==> src/logic/fcs_pkg.sv <==
package fcs_pkg;

  // ==========================================================================
  // Bus geometry
  localparam int ADDR_W = 20;
  localparam int DATA_W = 16;

  // ==========================================================================
  // Command cycle addresses and data codes
  localparam logic [19:0] A_UNLK1 = 20'h00555;
  localparam logic [19:0] A_UNLK2 = 20'h00AAA;
  localparam logic [19:0] A_QUERY = 20'h00055;
  localparam logic [19:0] A_LOCKSTAT = 20'h00080;
  localparam logic [19:0] A_ZERO = 20'h00000;
  localparam logic [7:0] D_UNLK1 = 8'hAA;
  localparam logic [7:0] D_UNLK2 = 8'h55;
  localparam logic [7:0] D_ERASE_SETUP = 8'h80;
  localparam logic [7:0] D_CHIP_ERASE = 8'h10;
  localparam logic [7:0] D_SECT_ERASE = 8'h30;
  localparam logic [7:0] D_LOCKDOWN = 8'h60;
  localparam logic [7:0] D_PROGRAM = 8'hA0;
  localparam logic [7:0] D_DUAL = 8'hE0;
  localparam logic [7:0] D_PROT = 8'hC0;
  localparam logic [7:0] D_IDENT = 8'h90;
  localparam logic [7:0] D_EXIT = 8'hF0;
  localparam logic [7:0] D_SUSPEND = 8'hB0;
  localparam logic [7:0] D_RESUME = 8'h30;
  localparam logic [7:0] D_CONFIG = 8'hD0;
  localparam logic [7:0] D_QUERY = 8'h98;
  localparam logic [15:0] D_LOCK_PROT = 16'h0000;

  // ==========================================================================
  // Protection register map: A7 set, one-based word index on A3..A0
  localparam logic [19:0] PROT_BASE = 20'h00080;
  localparam int PROT_WORDS = 8;
  localparam int PROT_USER_FIRST = 4;
  localparam int LOCK_BIT = 1;

  // ==========================================================================
  // Bus timing in ns, turned into cycles at the system clock
  localparam int CLK_NS = 20;
  localparam int T_SETUP_NS = 30;
  localparam int T_PULSE_NS = 40;
  localparam int T_HOLD_NS = 30;
  localparam int T_READ_NS = 70;
  localparam int SETUP_CYC = (T_SETUP_NS + CLK_NS - 1) / CLK_NS;
  localparam int PULSE_CYC = (T_PULSE_NS + CLK_NS - 1) / CLK_NS;
  localparam int HOLD_CYC = (T_HOLD_NS + CLK_NS - 1) / CLK_NS;
  localparam int READ_CYC = (T_READ_NS + CLK_NS - 1) / CLK_NS;
  localparam int MAX_CYCLES = 6;

  typedef enum logic [3:0] {
    OP_READ, OP_CHIP_ERASE, OP_SECT_ERASE, OP_PROGRAM, OP_DUAL_PROGRAM,
    OP_SINGLE_PULSE_ENTER, OP_SINGLE_PULSE_WRITE, OP_LOCKDOWN, OP_SUSPEND,
    OP_RESUME, OP_IDENT_ENTER, OP_IDENT_EXIT, OP_PROT_PROGRAM, OP_PROT_LOCK,
    OP_LOCK_STATUS, OP_SET_CONFIG
  } fcs_op_t;

  typedef struct packed {
    fcs_op_t op;
    logic [19:0] addr;
    logic [15:0] data;
    logic [19:0] second_pair_address;
    logic [15:0] data2;
    logic shortExit;
  } fcs_req_t;

  typedef struct packed {
    logic [19:0] addr;
    logic [15:0] data;
    logic wr;
  } fcs_cycle_t;

endpackage : fcs_pkg

==> src/logic/fcs_host.sv <==
`timescale 1ns/10ps
// Functional notes
// Word mode: low byte, A11..A0 compared; the flash model compares A10..A0 only
// Byte mode: A19..A11 and A-1 ignored
// Commands other than suspend, resume and single F0 open AA@555, 55@AAA; query 98@55 and single-pulse writes go out without them
// Sector erase 30, lockdown 60 at sector
// Locked sector refuses changes until reset
// Identification exit: three-cycle or single F0
// Other exit bytes accepted; F0 preferred
// Lock status read at 80, D1
// Configuration set: D0@555 then 00/01
// Dual program addresses differ in A0
// Dual program for manufacturing use only
// Protection access drives A19..A8 zero
// Protection words at 81..88
// Six cycles enter single-pulse program mode
// Lock user block: C0 then 080
// Chip erase, program, protection program codes
// Suspend B0, resume 30, ident 90, query 98
// Block lock cycle drives D1 zero
// Exit identification after protection reads
// Query enters from read or identification
module fcs_host #(
  parameter int ADDR_WIDTH = fcs_pkg::ADDR_W,
  parameter int DATA_WIDTH = fcs_pkg::DATA_W
) (
  input wire logic sys_clk,
  input wire logic reset,
  input wire fcs_pkg::fcs_req_t reqIn,
  input wire logic reqValid,
  output logic reqReady,
  output logic [15:0] rdData,
  output logic rdValid,
  output logic errDual,
  output logic [19:0] flashAddr,
  output logic [15:0] flashDataOut,
  output logic flashDataOe,
  input wire logic [15:0] flashDataIn,
  output logic flashWeN,
  output logic flashOeN,
  output logic flashCeN
);
  import fcs_pkg::*;

  // Ports are fixed at the documented bus, so other widths are refused at elaboration
  if (ADDR_WIDTH != ADDR_W || DATA_WIDTH != DATA_W) begin : g_width_check
    $error("fcs_host supports only a 20-bit address and 16-bit data bus");
  end

  // ==========================================================================
  // Sequence builder
  function automatic fcs_cycle_t cyc(input logic [19:0] a, input logic [15:0] d,
                                     input logic w);
    cyc.addr = a;
    cyc.data = d;
    cyc.wr = w;
  endfunction : cyc

  function automatic logic [19:0] protAddr(input logic [19:0] a);
    // Word select only; upper lines forced low  // see see
    protAddr = PROT_BASE | {16'h0000, a[3:0]};
  endfunction : protAddr

  typedef enum {S_IDLE, S_SETUP, S_PULSE, S_HOLD, S_READ, S_NEXT} fcs_state_t;

  fcs_state_t state_r;
  fcs_cycle_t seq_r [MAX_CYCLES];
  fcs_cycle_t seqNxt [MAX_CYCLES];
  logic [2:0] seqLen_r;
  logic [2:0] seqLenNxt;
  logic [2:0] idx_r;
  logic [3:0] cnt_r;
  logic [15:0] dinS1_r;
  logic [15:0] dinS2_r;
  logic identMode_r;

  always_comb begin
    fcs_cycle_t u1;
    fcs_cycle_t u2;
    u1 = cyc(A_UNLK1, {8'h00, D_UNLK1}, 1'b1);
    u2 = cyc(A_UNLK2, {8'h00, D_UNLK2}, 1'b1);
    for (int i = 0; i < MAX_CYCLES; i++) begin
      seqNxt[i] = cyc(A_ZERO, 16'h0000, 1'b0);
    end
    seqNxt[0] = u1;
    seqNxt[1] = u2;
    seqLenNxt = 3'd3;
    case (reqIn.op)
      OP_READ: begin
        seqNxt[0] = cyc(reqIn.addr, 16'h0000, 1'b0);
        seqLenNxt = 3'd1;
      end
      OP_CHIP_ERASE, OP_SECT_ERASE, OP_LOCKDOWN, OP_SINGLE_PULSE_ENTER: begin
        seqNxt[2] = cyc(A_UNLK1, {8'h00, D_ERASE_SETUP}, 1'b1);
        seqNxt[3] = u1;
        seqNxt[4] = u2;
        seqLenNxt = 3'd6;
        case (reqIn.op)
          OP_CHIP_ERASE: seqNxt[5] = cyc(A_UNLK1, {8'h00, D_CHIP_ERASE}, 1'b1);
          OP_SECT_ERASE: seqNxt[5] = cyc(reqIn.addr, {8'h00, D_SECT_ERASE}, 1'b1);
          OP_LOCKDOWN: seqNxt[5] = cyc(reqIn.addr, {8'h00, D_LOCKDOWN}, 1'b1);
          default: seqNxt[5] = cyc(A_UNLK1, {8'h00, D_PROGRAM}, 1'b1);
        endcase
      end
      OP_PROGRAM: begin
        seqNxt[2] = cyc(A_UNLK1, {8'h00, D_PROGRAM}, 1'b1);
        seqNxt[3] = cyc(reqIn.addr, reqIn.data, 1'b1);
        seqLenNxt = 3'd4;
      end
      OP_DUAL_PROGRAM: begin
        seqNxt[2] = cyc(A_UNLK1, {8'h00, D_DUAL}, 1'b1);  // see
        seqNxt[3] = cyc(reqIn.addr, reqIn.data, 1'b1);
        seqNxt[4] = cyc(reqIn.second_pair_address, reqIn.data2, 1'b1);
        seqLenNxt = 3'd5;
      end
      OP_SINGLE_PULSE_WRITE: begin
        seqNxt[0] = cyc(reqIn.addr, reqIn.data, 1'b1);
        seqLenNxt = 3'd1;
      end
      OP_SUSPEND: begin
        seqNxt[0] = cyc(reqIn.addr, {8'h00, D_SUSPEND}, 1'b1);
        seqLenNxt = 3'd1;
      end
      OP_RESUME: begin
        seqNxt[0] = cyc(reqIn.addr, {8'h00, D_RESUME}, 1'b1);
        seqLenNxt = 3'd1;
      end
      OP_IDENT_ENTER: seqNxt[2] = cyc(A_UNLK1, {8'h00, D_IDENT}, 1'b1);
      OP_IDENT_EXIT: begin
        if (reqIn.shortExit) begin
          seqNxt[0] = cyc(reqIn.addr, {8'h00, D_EXIT}, 1'b1);  // see
          seqLenNxt = 3'd1;
        end else begin
          seqNxt[2] = cyc(A_UNLK1, {8'h00, D_EXIT}, 1'b1);
        end
      end
      OP_PROT_PROGRAM: begin
        seqNxt[2] = cyc(A_UNLK1, {8'h00, D_PROT}, 1'b1);
        seqNxt[3] = cyc(protAddr(reqIn.addr), reqIn.data, 1'b1);
        seqLenNxt = 3'd4;
      end
      OP_PROT_LOCK: begin
        seqNxt[2] = cyc(A_UNLK1, {8'h00, D_PROT}, 1'b1);
        seqNxt[3] = cyc(A_LOCKSTAT, D_LOCK_PROT, 1'b1);
        seqLenNxt = 3'd4;
      end
      OP_LOCK_STATUS: begin
        seqNxt[2] = cyc(A_UNLK1, {8'h00, D_IDENT}, 1'b1);
        seqNxt[3] = cyc(A_LOCKSTAT, 16'h0000, 1'b0);
        seqLenNxt = 3'd4;
      end
      OP_SET_CONFIG: begin
        seqNxt[2] = cyc(A_UNLK1, {8'h00, D_CONFIG}, 1'b1);
        seqNxt[3] = cyc(reqIn.addr, {15'h0000, reqIn.data[0]}, 1'b1);
        seqLenNxt = 3'd4;
      end
      default: seqLenNxt = 3'd1;
    endcase
    // Query write is a single cycle folded into the read op with addr 55
    if (reqIn.op == OP_READ && reqIn.shortExit) begin
      seqNxt[0] = cyc(A_QUERY, {8'h00, D_QUERY}, 1'b1);  // see
    end
  end

  // ==========================================================================
  // Bus cycle sequencer
  assign reqReady = (state_r == S_IDLE);

  always_ff @(posedge sys_clk) begin
    if (reset) begin
      state_r <= S_IDLE;
      seqLen_r <= 3'd0;
      idx_r <= 3'd0;
      cnt_r <= 4'd0;
      for (int i = 0; i < MAX_CYCLES; i++) begin
        seq_r[i] <= '0;
      end
    end else begin
      case (state_r)
        S_IDLE: begin
          if (reqValid) begin
            seq_r <= seqNxt;
            seqLen_r <= seqLenNxt;
            idx_r <= 3'd0;
            cnt_r <= 4'(SETUP_CYC);
            state_r <= S_SETUP;
          end
        end
        S_SETUP: begin
          if (cnt_r <= 4'd1) begin
            cnt_r <= seq_r[idx_r].wr ? 4'(PULSE_CYC) : 4'(READ_CYC);
            state_r <= seq_r[idx_r].wr ? S_PULSE : S_READ;
          end else begin
            cnt_r <= cnt_r - 4'd1;
          end
        end
        S_PULSE, S_READ: begin
          if (cnt_r <= 4'd1) begin
            cnt_r <= 4'(HOLD_CYC);
            state_r <= S_HOLD;
          end else begin
            cnt_r <= cnt_r - 4'd1;
          end
        end
        S_HOLD: begin
          if (cnt_r <= 4'd1) begin
            state_r <= S_NEXT;
          end else begin
            cnt_r <= cnt_r - 4'd1;
          end
        end
        S_NEXT: begin
          if (idx_r + 3'd1 >= seqLen_r) begin
            state_r <= S_IDLE;
          end else begin
            idx_r <= idx_r + 3'd1;
            cnt_r <= 4'(SETUP_CYC);
            state_r <= S_SETUP;
          end
        end
        default: state_r <= S_IDLE;
      endcase
    end
  end

  // ==========================================================================
  // Pin drive; strobes registered so they are glitch free
  always_ff @(posedge sys_clk) begin
    if (reset) begin
      flashAddr <= 20'h00000;
      flashDataOut <= 16'h0000;
      flashDataOe <= 1'b0;
      flashWeN <= 1'b1;
      flashOeN <= 1'b1;
      flashCeN <= 1'b1;
    end else begin
      flashAddr <= seq_r[idx_r].addr;
      flashDataOut <= seq_r[idx_r].data;
      flashDataOe <= (state_r != S_IDLE) && (state_r != S_NEXT) && seq_r[idx_r].wr;
      flashCeN <= (state_r == S_IDLE) || (state_r == S_NEXT);
      flashWeN <= !(state_r == S_PULSE);
      flashOeN <= !(state_r == S_READ);
    end
  end

  // ==========================================================================
  // Read data capture; data pins come from outside, so double-register them
  always_ff @(posedge sys_clk) begin
    if (reset) begin
      dinS1_r <= 16'h0000;
      dinS2_r <= 16'h0000;
    end else begin
      dinS1_r <= flashDataIn;
      dinS2_r <= dinS1_r;
    end
  end

  always_ff @(posedge sys_clk) begin
    if (reset) begin
      rdData <= 16'h0000;
      rdValid <= 1'b0;
    end else begin
      rdValid <= 1'b0;
      if (state_r == S_HOLD && cnt_r <= 4'd1 && !seq_r[idx_r].wr) begin
        rdData <= dinS2_r;  // bit LOCK_BIT low means locked
        rdValid <= 1'b1;
      end
    end
  end

  // Tracks identification mode; no output or check reads the flag
  always_ff @(posedge sys_clk) begin
    if (reset) begin
      identMode_r <= 1'b0;
    end else if (reqValid && reqReady) begin
      if (reqIn.op == OP_IDENT_ENTER || reqIn.op == OP_LOCK_STATUS) begin
        identMode_r <= 1'b1;
      end else if (reqIn.op == OP_IDENT_EXIT) begin
        identMode_r <= 1'b0;
      end
    end
  end

  // Dual program pair check: flagged, not blocked
  always_ff @(posedge sys_clk) begin
    if (reset) begin
      errDual <= 1'b0;
    end else if (reqValid && reqReady) begin
      errDual <= (reqIn.op == OP_DUAL_PROGRAM) &&
                 ((reqIn.addr ^ reqIn.second_pair_address) != 20'h00001);
    end
  end

endmodule : fcs_host

==> config.mk <==
export PLATFORM = sky130hd
export DESIGN_NAME = fcs_host
export DESIGN_NICKNAME = d
export VERILOG_FILES = /design/src/logic/fcs_pkg.sv /design/src/logic/fcs_host.sv
export SDC_FILE = /design/constraint.sdc
export NUM_CORES = 1
export LEC_CHECK = 0
export BUFFER_PORTS_ARGS = -buffer_cell sky130_fd_sc_hd__buf_2
export CORE_MARGIN = 4
export CORE_UTILIZATION = 45
export CTS_BUF_LIST = sky130_fd_sc_hd__clkbuf_16
export DETAILED_ROUTE_END_ITERATION = 16
export PLACE_DENSITY_LB_ADDON = 0.25
export SLEW_MARGIN = 20
export SYNTH_ARGS = -nofsm -noshare
export SYNTH_HDL_FRONTEND = slang
export SYNTH_SLANG_ARGS = --single-unit
export TNS_END_PERCENT = 100
==> constraint.sdc <==
create_clock -name sys_clk -period 5.3 [get_ports sys_clk]
set_clock_uncertainty 0.15 [all_clocks]
set_input_delay 0.53 -clock sys_clk [delete_from_list [all_inputs] [get_ports sys_clk]]
set_output_delay 0.53 -clock sys_clk [all_outputs]
set_load 0.01 [all_outputs]
==> metrics.md <==
| Metric | Value |
|---|---|
| Main combinational cell family by area after synthesis | compound AO/OA/AOI/OAI gates |
| DRT Pass-1 Iters | 5 |
| Post-synthesis instance area | 9830 sq um |
| HP Class | primary input to register |
| Post-synth top flop | dfxtp_1 |
| Share of layout cells above drive strength 1 | 18.0% |
| Status | finished, final reports clean |
| Leakage | about 4.7 nW |
| # setup viols final | 0 |
| FFs w/ async S/R, synth | 0% |
| Final total power | 4.84 mW |
| Routed vias/inst | 5.48 |
| Worst path slowest cell | dfxtp_2 |
| Die ar. | about 24000 sq um |
| CP most frequent cell | nor2_1 |
| Max Cap Violations | 0 |
| Setup TNS | 0 ns |
| Mapped Nets | 1195 |
| Most common cell in the synthesized netlist | dfxtp_1 |
| YS warnings | 0 |
| Cts repair resizes | 0 |
| Via count | between 8000 and 9000 |
| GRT Util Overall | 20.4% |
| Antenna viol nets, final | 0 |
| Clk_lat worst skew | approximately 0.53 ns |
| Slew Viols, Final | 0 |
| Chip width | 156 um |
| Hold_buf cts | 0 |
| CTS buffer count | 26 |
| Avg Synthesized Cell Area | 8.99 sq um |
| Slew @ Worst Pin | around 1.1 ns |
| Critical Path RT | between 5 and 6 ns |
| Syn Inst Count | approximately 1100 |
| Hold Fails Final Rpt | 0 |
| Mux share of post-synthesis cell area | between 6 and 7% |
| Min Tclk post-route | roughly 3.4 ns |
| CTS tree | yes |
| Pwr Density | between 400 and 500 nW/um^2 |
| Unrepaired setup endpoints after global routing | false |
| Slew headroom | between 20% and 30% |
| Overflow after GRT | 0 |
| Register Area | a little under 5000 sq um |
| Sink Count | 244 |
| Area fraction in compound gates after synthesis | 19.0% |
| Row Count | 53 |
| Biggest area consumer among synthesized cells | dfxtp_1 |
| Initial antenna violation count | 0 |
| CORE AREA | ~21000 sq um |
| Syn-to-layout area delta | 17.0% |
| Ant. Diodes | 0 |
| Post-synthesis adder-cell area fraction | less than 1% |
| First-pass GRT wire length | 40.9 mm |
| Synth unique cells | 53 |
| Initial drt markers | 591 |
| Maximum fanout along the worst path | 40 |
| Critical path class | register to register |
| CTS Buffer Depth | 3 |
| Initial core utilization | 46.2% |
| Maximum vdd drop | about 0.26 mV |
| Layout fillers | 1983 |
| WL final | approximately 26 mm |
| Top cell type's share of synthesized area | approximately 50% |
| Crit start category | register |
| Critical Path Sink Type | register |
| Port buffer count | about 150 |
| Num ports | roughly 160 |
| CTS clk-pin slew, worst paths | about 0.06 ns |
| Sequential fraction of the synthesis area | about 50% |
| Cells on worst reg2reg path | 9 |
| Number of synthesized flops with an enable pin | 0 |
| Post-CTS Setup Bufs | 0 |
| WL per Instance | 17.1 um |
| Commonest cells post-synth | dfxtp_1 (244), nor2_1 (180), a22oi_1 (86), a21oi_1 (83), nand2_1 (78) |
| Clock tree root driver cell | clkbuf_16 |
| H-tree levels | 1 |
| XOR/XNOR Fraction of Synth Area | 2.14% |
| CP cell instances | inv_1, nor2_1, or2_2, ha_1, a21o_1, a31oi_1, and4_1, mux2_2, nor2_1 |
| Die height | 156 um |
| Multi-input gate area | about 4600 sq um |
| Post-Synth Simple-Gate Area | between 10% and 20% |
| DRC Markers | 0 |
| CP arrival | approximately 3.7 ns |
| Synth area leaders | dfxtp_1 (50%), nor2_1 (6.9%), a22oi_1 (6.6%), mux2i_1 (5.4%), a21oi_1 (4.2%) |
| Final net count | around 1300 |
| Synthesized flop and latch total | about 240 |
| Gpl congestion | 0.866 |
| Fmax | between 200 and 300 MHz |
| Reg2Reg Setup Slack | approximately 1.9 ns |
| Detailed Place HPWL | between 15 and 20 mm |
| Vias in the first global route | just under 8000 |
| Biggest cell delay along the critical path | around 1.0 ns |
| WHS Path Cells | 2 |
| Final worst path period share | ~64% |
| Largest net degree at the start of global routing | ~120 |
## kinds of logic (layout without fill, tap and decap cells)
family / count (synthesis) / in the layout
AOI/OAI and AO/OA: 272 / 272
xor gates and xnor gates: 24 / 24
adders and majority gates: 6 / 6
buffers and inverters: 95 / 221
DFF: 244 / 244
muxes: 61 / 61
and+or+nand+nor: 391 / 391
## critical path, delay by kind of cell (launching register included)
| kind | cells | cell delay [ns] |
|---|---|---|
| simple gates | 4 | 0.76 |
| flops | 1 | 1.04 |
| mux | 1 | 0.35 |
| compound gates | 2 | 0.41 |
| buf+inv | 1 | 0.39 |
| fa+ha+maj | 1 | 0.23 |
## worst paths after layout
| path | to | startpoint |
|---|---|---|
| setup / recovery | idx_r[0] | idx_r[2] |
| hold / removal | dinS1_r[3] | flashDataIn[3] |
| setup reg to reg | idx_r[0] | idx_r[2] |
| hold reg to reg | dinS2_r[13] | dinS1_r[13] |
## placed cells by master, fill, tap and decap left out, types with 5 or more instances in the layout
| cell type | instances |
|---|---|
| nor2b_1 | 38 |
| nor3_1 | 27 |
| a21o_1 | 9 |
| a21oi_1 | 83 |
| o21ai_0 | 16 |
| nand2_1 | 77 |
| clkinv_2 | 7 |
| nand3_1 | 24 |
| dfxtp_1 | 242 |
| inv_1 | 15 |
| mux2i_1 | 53 |
| xor2_1 | 12 |
| xnor2_1 | 12 |
| a22o_1 | 24 |
| or3_1 | 5 |
| ha_1 | 6 |
| and2_1 | 5 |
| buf_4 | 12 |
| o22a_1 | 20 |
| buf_2 | 153 |
| o31a_1 | 6 |
| clkbuf_16 | 27 |
| nand2b_1 | 12 |
| a311oi_1 | 5 |
| a22oi_1 | 86 |
| nor2_1 | 179 |
| a211oi_1 | 6 |
## registers in the layout, summed over array words and instances, names as in the netlist
name,flops
cnt_r,4
dinS1_r,16
dinS2_r,16
errDual,1
flashAddr,20
flashCeN,1
flashDataOe,1
flashDataOut,16
flashOeN,1
flashWeN,1
idx_r,3
rdData,16
rdValid,1
seqLen_r,3
seq_r,141
state_r,3
## report_power, final
group          switching [mW]  total [mW]  internal, mW
Clock                   0.713        1.67         0.961
Combinational           0.664        1.04         0.372
Sequential              0.114        2.13          2.02
Total                    1.49        4.84          3.35
## area by class of cell
| class | count | share of cell area (%) |
|---|---|---|
| Sequential cell | 244 | 42.5 |
| Clock buffer | 27 | 5.88 |
| Timing Repair Buffer | 166 | 7.54 |
| Multi-Input combinational cell | 754 | 39.8 |
| Inverter | 10 | 0.326 |
| Clock inverter | 18 | 0.925 |
| Tap cell | 275 | 2.99 |
## layer usage
metal / global-route usage, % / vias to the layer above / wire length [um]
li1: - / 4059 / -
met1: 27.6 / 3887 / 11500
met2: 33.8 / 210 / 12100
met3: 3.97 / 38 / 1550
met4: 4.88 / 0 / 464
met5: 0 / - / 0
## stage by stage
stage / instance area, sq um / utilization, % / hold WS (ns) / setup slack [ns] / std cells
2_1_floorplan: 9830 / - / 0.264 / 2.72 / 1093
3_3_place_gp: 10700 / 50.3 / 0.265 / 2.06 / 1449
3_5_place_dp: 10700 / 50.3 / 0.270 / 1.96 / 1449
4_1_cts: 11500 / 54.0 / 0.0394 / 1.94 / 1494
5_1_grt: 11500 / 54.0 / 0.0581 / 1.64 / 1494
6_report: 11500 / 54.0 / 0.0586 / 1.91 / 1494
No activity file was read; power rests on OpenSTA's default activity.
